--- config.mk ---
export PLATFORM = sky130hd
export DESIGN_NAME = srw_core
export DESIGN_NICKNAME = d
export VERILOG_FILES = /design/src/pkg/srw_pkg.sv /design/src/core/srw_core.sv
export VERILOG_INCLUDE_DIRS = /design/src /design/src/pkg
export SDC_FILE = /design/constraint.sdc
export NUM_CORES = 1
export LEC_CHECK = 0
export BUFFER_PORTS_ARGS = -buffer_cell sky130_fd_sc_hd__buf_2
export CORE_ASPECT_RATIO = 0.75
export CORE_MARGIN = 2
export CORE_UTILIZATION = 55
export CTS_CLUSTER_DIAMETER = 200
export DETAILED_ROUTE_END_ITERATION = 6
export PLACE_DENSITY = 0.76
export RECOVER_POWER = 100
export SLEW_MARGIN = 10
export SYNTH_ARGS = -nofsm -noshare
export SYNTH_HDL_FRONTEND = slang
export SYNTH_SLANG_ARGS = --single-unit
--- constraint.sdc ---
create_clock -name clk_i -period 3.21 [get_ports clk_i]
set_input_delay 0.642 -clock clk_i [delete_from_list [all_inputs] [get_ports clk_i]]
set_output_delay 0.642 -clock clk_i [all_outputs]
set_load 0.02 [all_outputs]
--- src/pkg/srw_cfg.svh ---
// constants for the supervisor reset watchdog
// assumes inclusion by the package and the core module only
`ifndef SRW_CFG_SVH
`define SRW_CFG_SVH
// reset timeout: 2.67 us per pF, nominal cap 1500 pF -> 4005 us
`define SRW_US_PER_PF_X100  267
`define SRW_RST_CAP_PF      1500
`define SRW_WDG_CAP_PF      1500
`define SRW_CLK_MHZ         200
`define SRW_RST_CYCLES      (`SRW_US_PER_PF_X100*`SRW_RST_CAP_PF*`SRW_CLK_MHZ/100)
`define SRW_WDG_CYCLES      (`SRW_US_PER_PF_X100*`SRW_WDG_CAP_PF*`SRW_CLK_MHZ/100)
`define SRW_EXT_MULT        500
`define SRW_CNT_W           40
// register map of the wishbone slave
`define SRW_ADR_CTRL        8'h00
`define SRW_ADR_STAT        8'h04
`define SRW_ADR_RSTCNT      8'h08
`define SRW_ADR_WDGCNT      8'h0C
`define SRW_CTRL_RST        32'h00000003
`endif

--- src/pkg/srw_pkg.sv ---
// types for the supervisor reset watchdog
// assumes srw_cfg.svh on the include path
package srw_pkg;
`include "srw_cfg.svh"
   typedef enum logic [1:0] {ST_POR, ST_HOLD, ST_RUN} srw_state_type;
   typedef struct packed {
      logic under_volt;
      logic wdg_sel;
      logic service;
   } srw_pins_type;
   typedef struct packed {
      logic [31:0] adr;
      logic [31:0] dat;
      logic [3:0]  sel;
      logic        we;
      logic        cyc;
      logic        stb;
   } srw_wb_req_type;
endpackage

--- src/core/srw_core.sv ---
// supervisor reset watchdog: reset generator, watchdog, wishbone slave
// assumes asynchronous pins, a 200 MHz clk_i, a classic wishbone master
//
// Summary of operation
// reset output goes low while the under-voltage indication is true
// after voltage recovers, reset stays low one reset timeout, then high
// under-voltage comes from an external comparator against a 1.22 V ref
// reset timeout is a configurable cycle count
// basic watchdog timeout is a separate configurable cycle count
// grounded watchdog timing node disables the watchdog entirely
// select low uses basic timeout, high multiplies it by 500
// any change on the select input clears the watchdog timer
// processor must toggle service input before the timeout elapses
// each service edge clears and restarts the watchdog timer
// watchdog timer held cleared while the sequencer holds reset (ST_POR, ST_HOLD)
// extended mode with service input floating disables the watchdog
// watchdog expiry asserts reset one timeout, repeating until serviced
// active-high reset output is the inverse of the active-low one
// async inputs pass two flops; edges found on synchronised samples
// counters on clk_i compare against configured cycle counts
`timescale 1ns/10ps
`include "srw_cfg.svh"
module srw_core #(
   parameter logic [39:0] RST_CYCLES = 40'(`SRW_RST_CYCLES),
   parameter logic [39:0] WDG_CYCLES = 40'(`SRW_WDG_CYCLES)
) (
   input  wire logic                  clk_i,
   input  wire logic                  rst_b_i,
   input  wire logic                  under_volt_i,
   input  wire logic                  watchdog_select_i,
   input  wire logic                  watchdog_service_input_i,
   input  wire logic                  service_float_i,
   input  wire logic                  watchdog_time_set_gnd_i,
   input  wire srw_pkg::srw_wb_req_type wb_req_i,
   output logic [31:0]                wb_dat_o,
   output logic                       wb_ack_o,
   output logic                       reset_b_o,
   output logic                       reset_o
);
   import srw_pkg::*;

   localparam int CW = `SRW_CNT_W;
   localparam logic [15:0] EXT_MULT = 16'(`SRW_EXT_MULT);

   // two-flop synchronisers; stage a feeds only stage b
   srw_pins_type sync_a, sync_b, sync_c;
   logic flt_a, flt_b;
   // the grounded timing node is a pin as well, so it is synchronised too
   logic gnd_a, gnd_b;
   always_ff @(posedge clk_i or negedge rst_b_i) begin
      if (!rst_b_i) begin
         sync_a <= '0;
         sync_b <= '0;
         sync_c <= '0;
         flt_a  <= 1'b0;
         flt_b  <= 1'b0;
         gnd_a  <= 1'b0;
         gnd_b  <= 1'b0;
      end else begin
         sync_a <= {under_volt_i, watchdog_select_i,
                    watchdog_service_input_i};
         sync_b <= sync_a;
         sync_c <= sync_b;
         flt_a  <= service_float_i;
         flt_b  <= flt_a;
         gnd_a  <= watchdog_time_set_gnd_i;
         gnd_b  <= gnd_a;
      end
   end

   // edge detection on consecutive synchronised samples
   logic svc_edge, sel_edge, first_seen;
   assign svc_edge = first_seen && (sync_b.service != sync_c.service);
   assign sel_edge = first_seen && (sync_b.wdg_sel != sync_c.wdg_sel);

   // software control: bit0 watchdog enable, bit1 reset-out enable
   logic [31:0] ctrl, next_ctrl;
   logic        wdg_sw_en;
   assign wdg_sw_en = ctrl[0];

   function automatic logic [CW-1:0] wdg_limit(input logic ext);
      wdg_limit = ext ? CW'(WDG_CYCLES * EXT_MULT) : WDG_CYCLES;
   endfunction

   // watchdog disable conditions
   logic wdg_off;
   assign wdg_off = gnd_b
                  || (sync_b.wdg_sel && flt_b)
                  || !wdg_sw_en;

   // reset sequencer
   srw_state_type state, next_state;
   logic [CW-1:0] rst_cnt, next_rst_cnt;
   logic [CW-1:0] wdg_cnt, next_wdg_cnt;
   logic          next_reset_b, next_first_seen;
   logic [15:0]   wdg_trips, next_wdg_trips;
   logic          wdg_expire;
   logic          reset_hold;

   // an edge in the expiry cycle still counts as in time
   assign wdg_expire = (state == ST_RUN) && !wdg_off
                     && !svc_edge && !sel_edge
                     && (wdg_cnt >= wdg_limit(sync_b.wdg_sel) - 1'b1);

   always_comb begin
      next_state      = state;
      next_rst_cnt    = rst_cnt;
      next_wdg_cnt    = wdg_cnt;
      next_wdg_trips  = wdg_trips;
      next_first_seen = 1'b1;
      next_reset_b    = reset_hold;
      case (state)
         ST_POR, ST_HOLD: begin
            next_reset_b = 1'b0;
            next_wdg_cnt = '0;
            if (sync_b.under_volt) begin
               next_rst_cnt = '0;
            end else if (rst_cnt >= RST_CYCLES - 1'b1) begin
               next_state   = ST_RUN;
               next_rst_cnt = '0;
               next_reset_b = 1'b1;
            end else begin
               next_rst_cnt = rst_cnt + 1'b1;
            end
         end
         ST_RUN: begin
            next_reset_b = 1'b1;
            if (sync_b.under_volt) begin
               next_state   = ST_HOLD;
               next_reset_b = 1'b0;
               next_wdg_cnt = '0;
            end else if (wdg_expire) begin
               next_state     = ST_HOLD;
               next_reset_b   = 1'b0;
               next_wdg_cnt   = '0;
               next_wdg_trips = wdg_trips + 1'b1;
            end else if (svc_edge || sel_edge || wdg_off) begin
               next_wdg_cnt = '0;
            end else begin
               next_wdg_cnt = wdg_cnt + 1'b1;
            end
         end
         default: begin
            next_state   = ST_POR;
            next_reset_b = 1'b0;
         end
      endcase
   end

   always_ff @(posedge clk_i or negedge rst_b_i) begin
      if (!rst_b_i) begin
         state      <= ST_POR;
         rst_cnt    <= '0;
         wdg_cnt    <= '0;
         wdg_trips  <= '0;
         first_seen <= 1'b0;
         reset_hold <= 1'b0;
      end else begin
         state      <= next_state;
         rst_cnt    <= next_rst_cnt;
         wdg_cnt    <= next_wdg_cnt;
         wdg_trips  <= next_wdg_trips;
         first_seen <= next_first_seen;
         reset_hold <= next_reset_b;
      end
   end

   // outputs from flops; ctrl bit1 low forces reset out asserted
   logic next_out_b;
   assign next_out_b = next_reset_b & next_ctrl[1];
   always_ff @(posedge clk_i or negedge rst_b_i) begin
      if (!rst_b_i) begin
         reset_b_o <= 1'b0;
         reset_o   <= 1'b1;
      end else begin
         reset_b_o <= next_out_b;
         reset_o   <= !next_out_b;
      end
   end

   // wishbone classic slave, ack one cycle after request, dropped next
   logic        hit, next_ack, wr_ctrl;
   logic [31:0] next_dat;
   assign hit = wb_req_i.cyc && wb_req_i.stb && !wb_ack_o;
   // a write lands on the edge at which the master samples ack high
   assign wr_ctrl = wb_ack_o && wb_req_i.cyc && wb_req_i.stb
                  && wb_req_i.we && wb_req_i.adr[7:0] == `SRW_ADR_CTRL
                  && wb_req_i.sel[0];
   always_comb begin
      next_ctrl = ctrl;
      next_ack  = hit;
      next_dat  = '0;
      if (wr_ctrl) begin
         next_ctrl = {30'h0, wb_req_i.dat[1:0]};
      end
      if (hit && !wb_req_i.we) begin
         case (wb_req_i.adr[7:0])
            `SRW_ADR_CTRL:   next_dat = ctrl;
            `SRW_ADR_STAT:   next_dat = {wdg_trips, 11'h0, flt_b,
                                         sync_b.wdg_sel, sync_b.under_volt,
                                         state == ST_RUN, reset_b_o};
            `SRW_ADR_RSTCNT: next_dat = rst_cnt[31:0];
            `SRW_ADR_WDGCNT: next_dat = wdg_cnt[31:0];
            default:         next_dat = '0;
         endcase
      end
   end

   always_ff @(posedge clk_i or negedge rst_b_i) begin
      if (!rst_b_i) begin
         ctrl     <= `SRW_CTRL_RST;
         wb_ack_o <= 1'b0;
         wb_dat_o <= '0;
      end else begin
         ctrl     <= next_ctrl;
         wb_ack_o <= next_ack;
         wb_dat_o <= next_dat;
      end
   end

   // assertions
   AST_UV_RESET: assert property (@(posedge clk_i) disable iff (!rst_b_i)
      sync_b.under_volt |-> ##[1:2] !reset_b_o)
      else $error("under-voltage did not assert reset");
   AST_HOLD_TIME: assert property (@(posedge clk_i) disable iff (!rst_b_i)
      $rose(state == ST_RUN) |-> rst_cnt == '0 && $past(rst_cnt)
         == RST_CYCLES - 1'b1)
      else $error("reset released before timeout");
   AST_TOGGLE_INV: assert property (@(posedge clk_i) disable iff (!rst_b_i)
      reset_o == !reset_b_o)
      else $error("reset outputs not complementary");
   AST_WDG_CLR_RST: assert property (@(posedge clk_i) disable iff (!rst_b_i)
      state != ST_RUN |=> wdg_cnt == '0)
      else $error("watchdog counted during reset");
   AST_SVC_CLR: assert property (@(posedge clk_i) disable iff (!rst_b_i)
      state == ST_RUN && svc_edge && !sync_b.under_volt && !wdg_expire
      |=> wdg_cnt == '0)
      else $error("service edge did not clear timer");
   AST_SEL_CLR: assert property (@(posedge clk_i) disable iff (!rst_b_i)
      state == ST_RUN && sel_edge && !sync_b.under_volt && !wdg_expire
      |=> wdg_cnt == '0)
      else $error("select change did not clear timer");
   AST_WDG_OFF: assert property (@(posedge clk_i) disable iff (!rst_b_i)
      gnd_b && state == ST_RUN
      && !sync_b.under_volt |=> state == ST_RUN)
      else $error("disabled watchdog caused reset");
   AST_FLOAT_OFF: assert property (@(posedge clk_i) disable iff (!rst_b_i)
      sync_b.wdg_sel && flt_b |-> !wdg_expire)
      else $error("floating service in extended mode expired");
   AST_EXPIRE: assert property (@(posedge clk_i) disable iff (!rst_b_i)
      wdg_expire && !sync_b.under_volt |=> state == ST_HOLD
      && wdg_cnt == '0 && !reset_hold)
      else $error("watchdog expiry did not reset");
   AST_LIMIT: assert property (@(posedge clk_i) disable iff (!rst_b_i)
      wdg_cnt < wdg_limit(sync_b.wdg_sel) || $changed(sync_b.wdg_sel))
      else $error("watchdog count beyond limit");
   AST_ACK_PULSE: assert property (@(posedge clk_i) disable iff (!rst_b_i)
      wb_ack_o |=> !wb_ack_o)
      else $error("ack stood longer than one cycle");
   AST_ACK_REQ: assert property (@(posedge clk_i) disable iff (!rst_b_i)
      wb_req_i.cyc && wb_req_i.stb && !wb_ack_o |=> wb_ack_o)
      else $error("request not acknowledged in one cycle");
   AST_ACK_ONLY: assert property (@(posedge clk_i) disable iff (!rst_b_i)
      $rose(wb_ack_o) |-> $past(wb_req_i.cyc && wb_req_i.stb))
      else $error("ack without a request");
   AST_RD_CTRL: assert property (@(posedge clk_i) disable iff (!rst_b_i)
      hit && !wb_req_i.we && wb_req_i.adr[7:0] == `SRW_ADR_CTRL
      |=> wb_dat_o == $past(ctrl))
      else $error("control read returned wrong data");
   AST_RD_STAT: assert property (@(posedge clk_i) disable iff (!rst_b_i)
      hit && !wb_req_i.we && wb_req_i.adr[7:0] == `SRW_ADR_STAT
      |=> wb_dat_o[0] == $past(reset_b_o))
      else $error("status read returned wrong reset level");
   AST_RD_HOLE: assert property (@(posedge clk_i) disable iff (!rst_b_i)
      hit && !wb_req_i.we && wb_req_i.adr[7:0] != `SRW_ADR_CTRL
      && wb_req_i.adr[7:0] != `SRW_ADR_STAT
      && wb_req_i.adr[7:0] != `SRW_ADR_RSTCNT
      && wb_req_i.adr[7:0] != `SRW_ADR_WDGCNT |=> wb_dat_o == '0)
      else $error("unmapped read returned nonzero");
   AST_CTRL_WR: assert property (@(posedge clk_i) disable iff (!rst_b_i)
      wr_ctrl |=> ctrl == {30'h0, $past(wb_req_i.dat[1:0])})
      else $error("control write not taken");
   AST_CTRL_KEEP: assert property (@(posedge clk_i) disable iff (!rst_b_i)
      !wr_ctrl |=> $stable(ctrl))
      else $error("control changed without a write");
   AST_OUT_FORCED: assert property (@(posedge clk_i) disable iff (!rst_b_i)
      !ctrl[1] |-> !reset_b_o)
      else $error("reset out released while forced");
   AST_OUT_MATCH: assert property (@(posedge clk_i) disable iff (!rst_b_i)
      reset_b_o == (reset_hold && ctrl[1]))
      else $error("reset out differs from sequencer");
   AST_HOLD_LOW: assert property (@(posedge clk_i) disable iff (!rst_b_i)
      reset_hold == (state == ST_RUN))
      else $error("reset level disagrees with state");
   AST_RST_RANGE: assert property (@(posedge clk_i) disable iff (!rst_b_i)
      rst_cnt < RST_CYCLES)
      else $error("reset counter beyond timeout");
   AST_UV_CLEAR: assert property (@(posedge clk_i) disable iff (!rst_b_i)
      state != ST_RUN && sync_b.under_volt |=> rst_cnt == '0)
      else $error("reset timer ran during under-voltage");
   AST_TRIPS: assert property (@(posedge clk_i) disable iff (!rst_b_i)
      wdg_expire && !sync_b.under_volt
      |=> wdg_trips == $past(wdg_trips) + 16'h0001)
      else $error("watchdog trip not counted");
   AST_GND_OFF: assert property (@(posedge clk_i) disable iff (!rst_b_i)
      gnd_b |-> !wdg_expire)
      else $error("grounded timing node still expired");
   AST_SW_OFF: assert property (@(posedge clk_i) disable iff (!rst_b_i)
      !ctrl[0] |-> !wdg_expire)
      else $error("software-disabled watchdog expired");
   AST_SEL_SAFE: assert property (@(posedge clk_i) disable iff (!rst_b_i)
      sel_edge |-> !wdg_expire)
      else $error("select change caused expiry");
   AST_SVC_SAFE: assert property (@(posedge clk_i) disable iff (!rst_b_i)
      svc_edge |-> !wdg_expire)
      else $error("service edge caused expiry");
   AST_COUNT_UP: assert property (@(posedge clk_i) disable iff (!rst_b_i)
      state == ST_RUN && !wdg_expire && !svc_edge && !sel_edge
      && !wdg_off && !sync_b.under_volt
      |=> wdg_cnt == $past(wdg_cnt) + 1'b1)
      else $error("watchdog counter did not advance");
   COV_WDG_TRIP: cover property (@(posedge clk_i) disable iff (!rst_b_i)
      wdg_expire);
   COV_SEL: cover property (@(posedge clk_i) disable iff (!rst_b_i)
      state == ST_RUN && sel_edge);
   COV_FORCED: cover property (@(posedge clk_i) disable iff (!rst_b_i)
      state == ST_RUN && !ctrl[1]);
   COV_UV: cover property (@(posedge clk_i) disable iff (!rst_b_i)
      state == ST_RUN ##1 state == ST_HOLD && sync_b.under_volt);
   COV_SVC: cover property (@(posedge clk_i) disable iff (!rst_b_i)
      state == ST_RUN && svc_edge);
endmodule // srw_core

Word level (Yosys, flattened, before mapping)
Index checks and enable logic that the tools add are counted.

storage, ports and cells
  register bits = 148
  latch bits = 0
  bits in writable memories = 0
  ROM bits = 0
  logic and storage cells = 93
  memories = 0

cells by class
  add/sub/neg operators = 4
  $mul = 0
  divide/modulo/power cells = 0
  $lt $le $gt $ge = 2
  equal/unequal tests = 10
  shifts and indexed selects = 0
  muxes and demuxes = 20
  bitwise operators = 2
  reductions and logical operators = 32

operators by type and width
  kind                                                                  count
  2-to-1 mux 40 bit                                                     5
  case mux 32 bit (4 select lines)                                      1
  adder 40 x 1 -> 40 bit (second input constant)                        2
  case mux 40 bit (2 select lines)                                      1
  greater-or-equal comparator 40 x 20 -> 1 bit (second input constant)  1
  greater-or-equal comparator 40 bit                                    1
  2-to-1 mux 32 bit                                                     1
  subtractor 29 x 1 -> 30 bit (second input constant)                   1
  2-to-1 mux 29 bit                                                     1
  adder 16 x 1 -> 16 bit (second input constant)                        1
  == test 8 x 4 -> 1 bit (second input constant)                        2
  logical AND 1 bit                                                     15
  2-to-1 mux 2 bit                                                      5
  == test 8 x 3 -> 1 bit (second input constant)                        1
  logical NOT 8 bit                                                     1
  logical NOT 1 bit                                                     7
  AND reduction 3 bit                                                   2
  logical OR 1 bit                                                      4
  2-to-1 mux 1 bit                                                      4
  != test 2 bit (second input constant)                                 2
  case mux 2 bit (2 select lines)                                       1
  != test 3 bit (second input constant)                                 1
  == test 2 x 1 -> 1 bit (second input constant)                        1
  == test 2 bit (second input constant)                                 1
  other kinds (7)                                                       8

Logic depth before layout (Yosys ltp)
Gate-level depths: netlist of the first run.

  depth after elaboration = 13
  depth in mapped cells = 10
  gate-level depth less buffers = 8

Worst setup path before layout of the first run
Ideal clock, no wire load.

  path type = reg2reg
  start = register sync_b[1] (netlist bit)
  end = register wdg_cnt[23]
  setup time = 110 ps
  data arrival time = 2,567 ps
  slack = 533 ps
  stages on the path, launching flop included = 11
  period minus slack after synthesis = 2,677 ps
  cells stage by stage = dfrtp_1 inv_1 ha_1 a211o_1 a221oi_2 nand2_1 buf_2 nor2_1 clkbuf_1 a41oi_1 o41ai_1

on the way
  longest elaborated chain between the ends = 11
  elaborated cells between the ends (all ways) = 20
  classes of those cells = add/sub: 1; order compare: 1; eq/ne: 1; mux: 5; reduce/logical: 12

ends and longest elaborated chain
  what                                                                        RTL line         RTL
  from (decl)                                                                 srw_core.sv:46   srw_pins_type sync_a, sync_b, sync_c;
  from (signal assigned)                                                      srw_core.sv:62   sync_b <= sync_a;
  branches (longest 8 deep; another with greater-or-equal comparator 40 bit)  -
  2-to-1 mux 40 bit (*)                                                       srw_core.sv:132  end else if (wdg_expire) begin
  2-to-1 mux 40 bit (*)                                                       srw_core.sv:128  if (sync_b.under_volt) begin
  case mux 40 bit (2 select lines) (*)                                        srw_core.sv:112  case (state)
  to (signal assigned)                                                        srw_core.sv:161  wdg_cnt <= next_wdg_cnt;
  to (decl)                                                                   srw_core.sv:94   logic [CW-1:0] wdg_cnt, next_wdg_cnt;

Every way passes the cells marked *.
A chain may end at the register's enable or synchronous reset.

Worst setup path after layout of the first run
  start = register sync_b[1] (netlist bit)
  end = register wdg_cnt[26]

The elaborated chain is that of the path after synthesis.

==> results.md, run 1 <==
* Status: finished, violations left
* Failing checks: max-capacitance violations, max-slew violations
* Final worst-path cycle share at 96.2%
* Root Buffer Master: clkbuf_16
* Leakage at 3.92 nW
* Starting DRT DRC Count at 830
* Min-Delay Path Class: primary input to flop
* Total GRT Usage at 28.5%
* Post-Route Skew at 0.00868 ns
* Critical Path Slowest Stage Cell: buf_2
* RSZ-0062 raised after global routing: no
* Clock transition at path regs at 0.06 ns
* Routed len/inst at 20.1 um
* Yosys warns at 0
* Most common cell after layout, fill and taps aside: dfrtp_1
* Total CTS buffers at 17
* Crit-path max FO at 22
* Post-synth ARST share at 100%
* CP dominant cell by count: a211o_1
* Post-synth EDFFs at 0
* Slew margin rel. at -53.0%
* Max Slew Vio Count at 52
* Met1 WL at 8.48 mm
* Top layer in use: met4
* Vias in the first global route at 6018
* Top_reg_cell synth: dfrtp_1
* Starting Density at 56.6%
* Remaining DRCs at 0
* Hold_ws at 0.314 ns
* Post-synthesis sequential area ratio at 50.1%
* Worst Max-Slew Pin Slew at 2.29 ns
* Most frequent cells in the layout: dfrtp_1 (145), nand2_1 (59), nor2_1 (47)
* Netlist cell types at 64
* Pre-Repair DR Iteration Count at 6
* Fmax at 324 MHz
* DRT antenna net count at 0
* Hold violation total from the final report at 0
* CORE AREA at 13100 um2
* P per Cell Area at 506 nW/um2
* Peak supply drop at 0.470 mV
* Setup CP Type: flop to flop
* Crit. End Element: flop
* Syn nets at 815
* Critical path buffers and inverters at 3
* Final count of negative-setup-slack endpoints at 0
* Routed vias/inst at 6.50
* Chip Height at 104 um
* Number of antenna violations at the first check in global routing at 0
* Cells after synthesis at 716
* Met3 Wirelength at 1.67 mm
* Fin util at 65.5%
* Clock Latency Late Sink at 0.43 ns
* Die area at 14400 um2
* Port bufs at 55
* Critical path arrival at 3.46 ns
* Critical Path Max Stage Delay at 0.44 ns
* Setup slack, reg-to-reg at 0.12 ns
* CTS HTree Levels at 4
* Worst EP required at 3.59 ns
* Min Tclk post-route at 3.09 ns
* Postcts setup bufs at 0
* IO Pins at 113
* Synthesized area per cell at 10.3 um2
* DR vias at 6266
* Setup TNS at 0 ns
* Die X at 138 um
* Worst path cell trace: clkinvlp_4 -> ha_1 -> a211o_1 -> a221oi_2 -> nand2_1 -> buf_4 -> nor2_1 -> buf_2 -> and4b_1 -> a211o_1
* Met2 wire length at 8.62 mm
* Worst-case clock buffer depth at 2
* # rows at 36
* Largest net degree at the start of global routing at 67
* Worst path top cell family by delay: buffers and inverters
* Global route total overflow at 0
* Hpwl dp at 12.8 mm
* Syn Std Cell Area at 7400 um2
* Share of cells above drive strength 1 at 13.8%
* CTS tree: done
* FILL cells at 1016
* Nets at 878
* Synth-to-Final Area Change at 15.6%
* Max Cap Viol at 1
* Seq cells post-synth at 148
* Crit start category: flop
* Routability cong. at 0.894
* Sink Count at 148
* First-pass GRT wire length at 31.3 mm
* WL final at 19.4 mm
what timing repair did:
item	in CTS	in global routing
gates resized for setup	0	5
setup endpoints to repair	0	10
hold buffers	0	0
through the flow:
stage / setup WS [ns] / cell area (um2) / total power, mW / cells
floorplan: 0.533 / 7400 / 2.01 / 716
global placement: 0.142 / 7950 / 2.08 / 931
detailed placement: 0.0451 / 7950 / 2.08 / 931
CTS: 0.0208 / 8620 / 4.34 / 963
global route: 0.0349 / 8550 / 4.46 / 963
finish: 0.123 / 8550 / 4.33 / 964
synth_stat cells, drive strengths merged, types with 5 or more instances:
master	count	area share, %
dfrtp	145	49
nand2	60	3.0
nor2	47	2.4
nand3	37	2.5
and3	35	3.0
and2	31	2.6
clkbuf	28	1.4
ha	21	3.6
mux2	21	3.2
o21ai	21	1.4
a22oi	20	2.0
o211ai	18	1.8
a21oi	17	1.2
nor4	17	1.5
nand4	16	1.4
xnor2	16	1.9
a31oi	14	1.3
inv	13	0.66
mux2i	12	1.6
nor2b	11	0.93
buf	10	0.76
nand2b	10	0.85
nor3	8	0.54
a41oi	7	0.83
and4	6	0.71
or4	6	0.61
o2111ai	5	0.59
o41ai	5	0.59
cell families after synthesis:
logic type                 after synthesis  share of synthesized area, %
other                                    1                        0.0507
DFF                                    148                          50.1
adders and majority gates               21                          3.55
buffers and inverters                   51                          2.84
xor gates and xnor gates                18                          2.13
AOI/OAI and AO/OA                      139                          13.7
muxes                                   35                          5.43
and+or+nand+nor                        303                          22.2
where the power goes:
part,total (mW),internal (mW),switching (mW)
registers,1.90,1.88,0.0199
logic,0.145,0.0483,0.0968
clock network,2.28,1.48,0.795
final cells by class:
class,instances,area [um2],area share [%]
flip-flops and latches,148,3710,43.3
multi-input cells,517,3480,40.7
clock buffers,20,447,5.22
repair buffers,82,428,5.00
clock inverters,12,225,2.63
well taps,171,214,2.50
inverters,13,52.6,0.614
diodes,1,2.50,0.0293
worst paths after layout:
check                      cells past startpoint            start           end
max in group asynchronous                      2          rst_b_i   wdg_cnt[32]
hold / removal                                 1  service_float_i         flt_a
min in group asynchronous                      1          rst_b_i  wb_dat_o[12]
setup reg to reg                              10        sync_b[1]   wdg_cnt[26]
setup / recovery                              10        sync_b[1]   wdg_cnt[26]
hold reg to reg                                0            flt_a         flt_b
sequential cells by signal, indices dropped and copies added, names as in the netlist:
register	cells
rst_cnt	40
wdg_cnt	40
wb_dat_o	32
wdg_trips	16
sync_a	3
sync_b	3
ctrl	2
state	2
sync_c	2
first_seen	1
flt_a	1
flt_b	1
gnd_a	1
gnd_b	1
reset_b_o	1
reset_o	1
wb_ack_o	1
layer usage:
metal | vias up | track usage [%]
li1 | 2774 | -
met1 | 3060 | 42.9
met2 | 365 | 40.2
met3 | 67 | 6.38
met4 | 0 | 10.3
met5 | - | 0
Note: power is estimated with default switching activity, not from simulation.
==> run 2, diff against run 1 <==
==> constraint.sdc (replaced) <==
create_clock -name clk_i -period 3.6 [get_ports clk_i]
set_input_delay 0.72 -clock clk_i [delete_from_list [all_inputs] [get_ports clk_i]]
set_output_delay 0.72 -clock clk_i [all_outputs]
set_load 0.02 [all_outputs]
==> results.md, run 2 (synthesis gave the netlist of run 1 again) <==
* FILL cells at 1035
* Crit Reg-Reg Endpoint: wdg_cnt[9]
* Antenna Cells at 0
* Post-Route Skew at 0.0158 ns
* Leakage at 3.83 nW
* Global route total overflow at 0
* RSZ-0062 raised after global routing: no
* Root Buffer Master: clkbuf_16
* Starting DRT DRC Count at 662
* Worst hold start: gnd_a
* WL final at 19.3 mm
* Reg2reg path depth at 9
* Chip Height at 104 um
* Total CTS buffers at 17
* WHS Path Cells at 0
* Clock Latency Late Sink at 0.44 ns
* Routability cong. at 0.882
* Crit. End Element: flop
* CTS HTree Levels at 4
* Worst Hold End: gnd_b
* Crit start category: flop
* Fmax at 301 MHz
* Max Slew Vio Count at 145
* Port bufs at 55
* IO Pins at 113
* DR vias at 6163
* Cts hold-fix bufs at 0
* DRT antenna net count at 0
* Sink Count at 148
* Share of cells above drive strength 1 at 11.5%
* Setup CP Type: flop to flop
* Total GRT Usage at 28.6%
* Worst setup margin at 0.283 ns
* Routed len/inst at 20.2 um
* Remaining DRCs at 0
* Worst-case clock buffer depth at 2
* Post-Place Setup Slack at 0.382 ns
* First-pass GRT wire length at 31.5 mm
* Starting Density at 56.6%
* Most common cell after layout, fill and taps aside: dfrtp_1
* Slew margin rel. at -55.5%
* Number of antenna violations at the first check in global routing at 0
* Final worst-path cycle share at 92.1%
* Setup slack, reg-to-reg at 0.28 ns
* Setup TNS at 0 ns
* CTS tree: done
* # rows at 36
* Max Cap Viol at 2
* CORE AREA at 13100 um2
* Postcts setup bufs at 0
* Die area at 14400 um2
* Regs by FF count: rst_cnt (40), wdg_cnt (40), wb_dat_o (32)
* Min Tclk post-route at 3.32 ns
* Vias in the first global route at 5963
* Hold_ws at 0.348 ns
* Clock transition at path regs at 0.06 ns
* Min-Delay Path Class: flop to flop
* Peak supply drop at 0.568 mV
* Routed vias/inst at 6.47
* Pre-Repair DR Iteration Count at 5
* P per Cell Area at 450 nW/um2
* Fin util at 64.2%
* RR Startpoint: sync_b[1]
* Status: finished, violations left
* Failing checks: max-capacitance violations, max-slew violations
* Cts repair resizes at 0
* Critical path arrival at 3.64 ns
* Nets at 868
* Overall power at 3.77 mW
* Worst Max-Slew Pin Slew at 2.33 ns
* Most frequent cells in the layout: dfrtp_1 (145), nand2_1 (60), nor2_1 (47)
* Synth-to-Final Area Change at 13.4%
* Largest net degree at the start of global routing at 95
* Worst EP required at 3.92 ns
* Hpwl dp at 12.7 mm
* Final count of negative-setup-slack endpoints at 0
* Hold violation total from the final report at 0
* Die X at 138 um
* Crit-path max FO at 13
-- run 2: worst max path at each step --
| stage | startpoint | end | cells past startpoint |
|---|---|---|---|
| finish | sync_b[1] | wdg_cnt[9] | 9 |
| global route | sync_b[1] | wdg_cnt[21] | 10 |
| CTS | sync_b[1] | wdg_cnt[22] | 9 |
| detailed placement | sync_b[1] | wdg_cnt[22] | 9 |
| global placement | sync_b[1] | wdg_cnt[20] | 9 |
| floorplan | sync_b[1] | wdg_cnt[23] | 10 |
-- run 2: power by group --
| part | internal, mW | switching, mW |
|---|---|---|
| clock network | 1.23 | 0.716 |
| logic | 0.0396 | 0.0853 |
| registers | 1.68 | 0.0178 |
-- run 2: final cells by class --
type / count / area (um2) / area share [%]
flip-flops and latches: 148 / 3710 / 44.2
multi-input cells: 517 / 3440 / 41.0
clock buffers: 20 / 437 / 5.21
repair buffers: 72 / 335 / 4.00
well taps: 171 / 214 / 2.55
clock inverters: 12 / 204 / 2.43
inverters: 13 / 48.8 / 0.582
-- run 2: worst max-delay path: stages, from the launching register on --
cell and delay (ns):
dfrtp_1 0.40, inv_1 0.43, ha_1 0.26, nand4_1 0.09
nor3b_1 0.32, o2111ai_1 0.28, a311oi_1 0.85, buf_4 0.28
a211oi_1 0.07, a21o_1 0.20
-- run 2: per-layer routing --
layer	wire (um)	GRT usage (%)
met5	0	0
met2	8940	41.5
met3	1370	5.99
met4	383	11.1
met1	8600	42.1
-- run 2: stage by stage --
stage	area (um2)	cells
detailed placement	7870	921
finish	8390	953
global route	8390	953
floorplan	7400	716
CTS	8510	953
global placement	7870	921
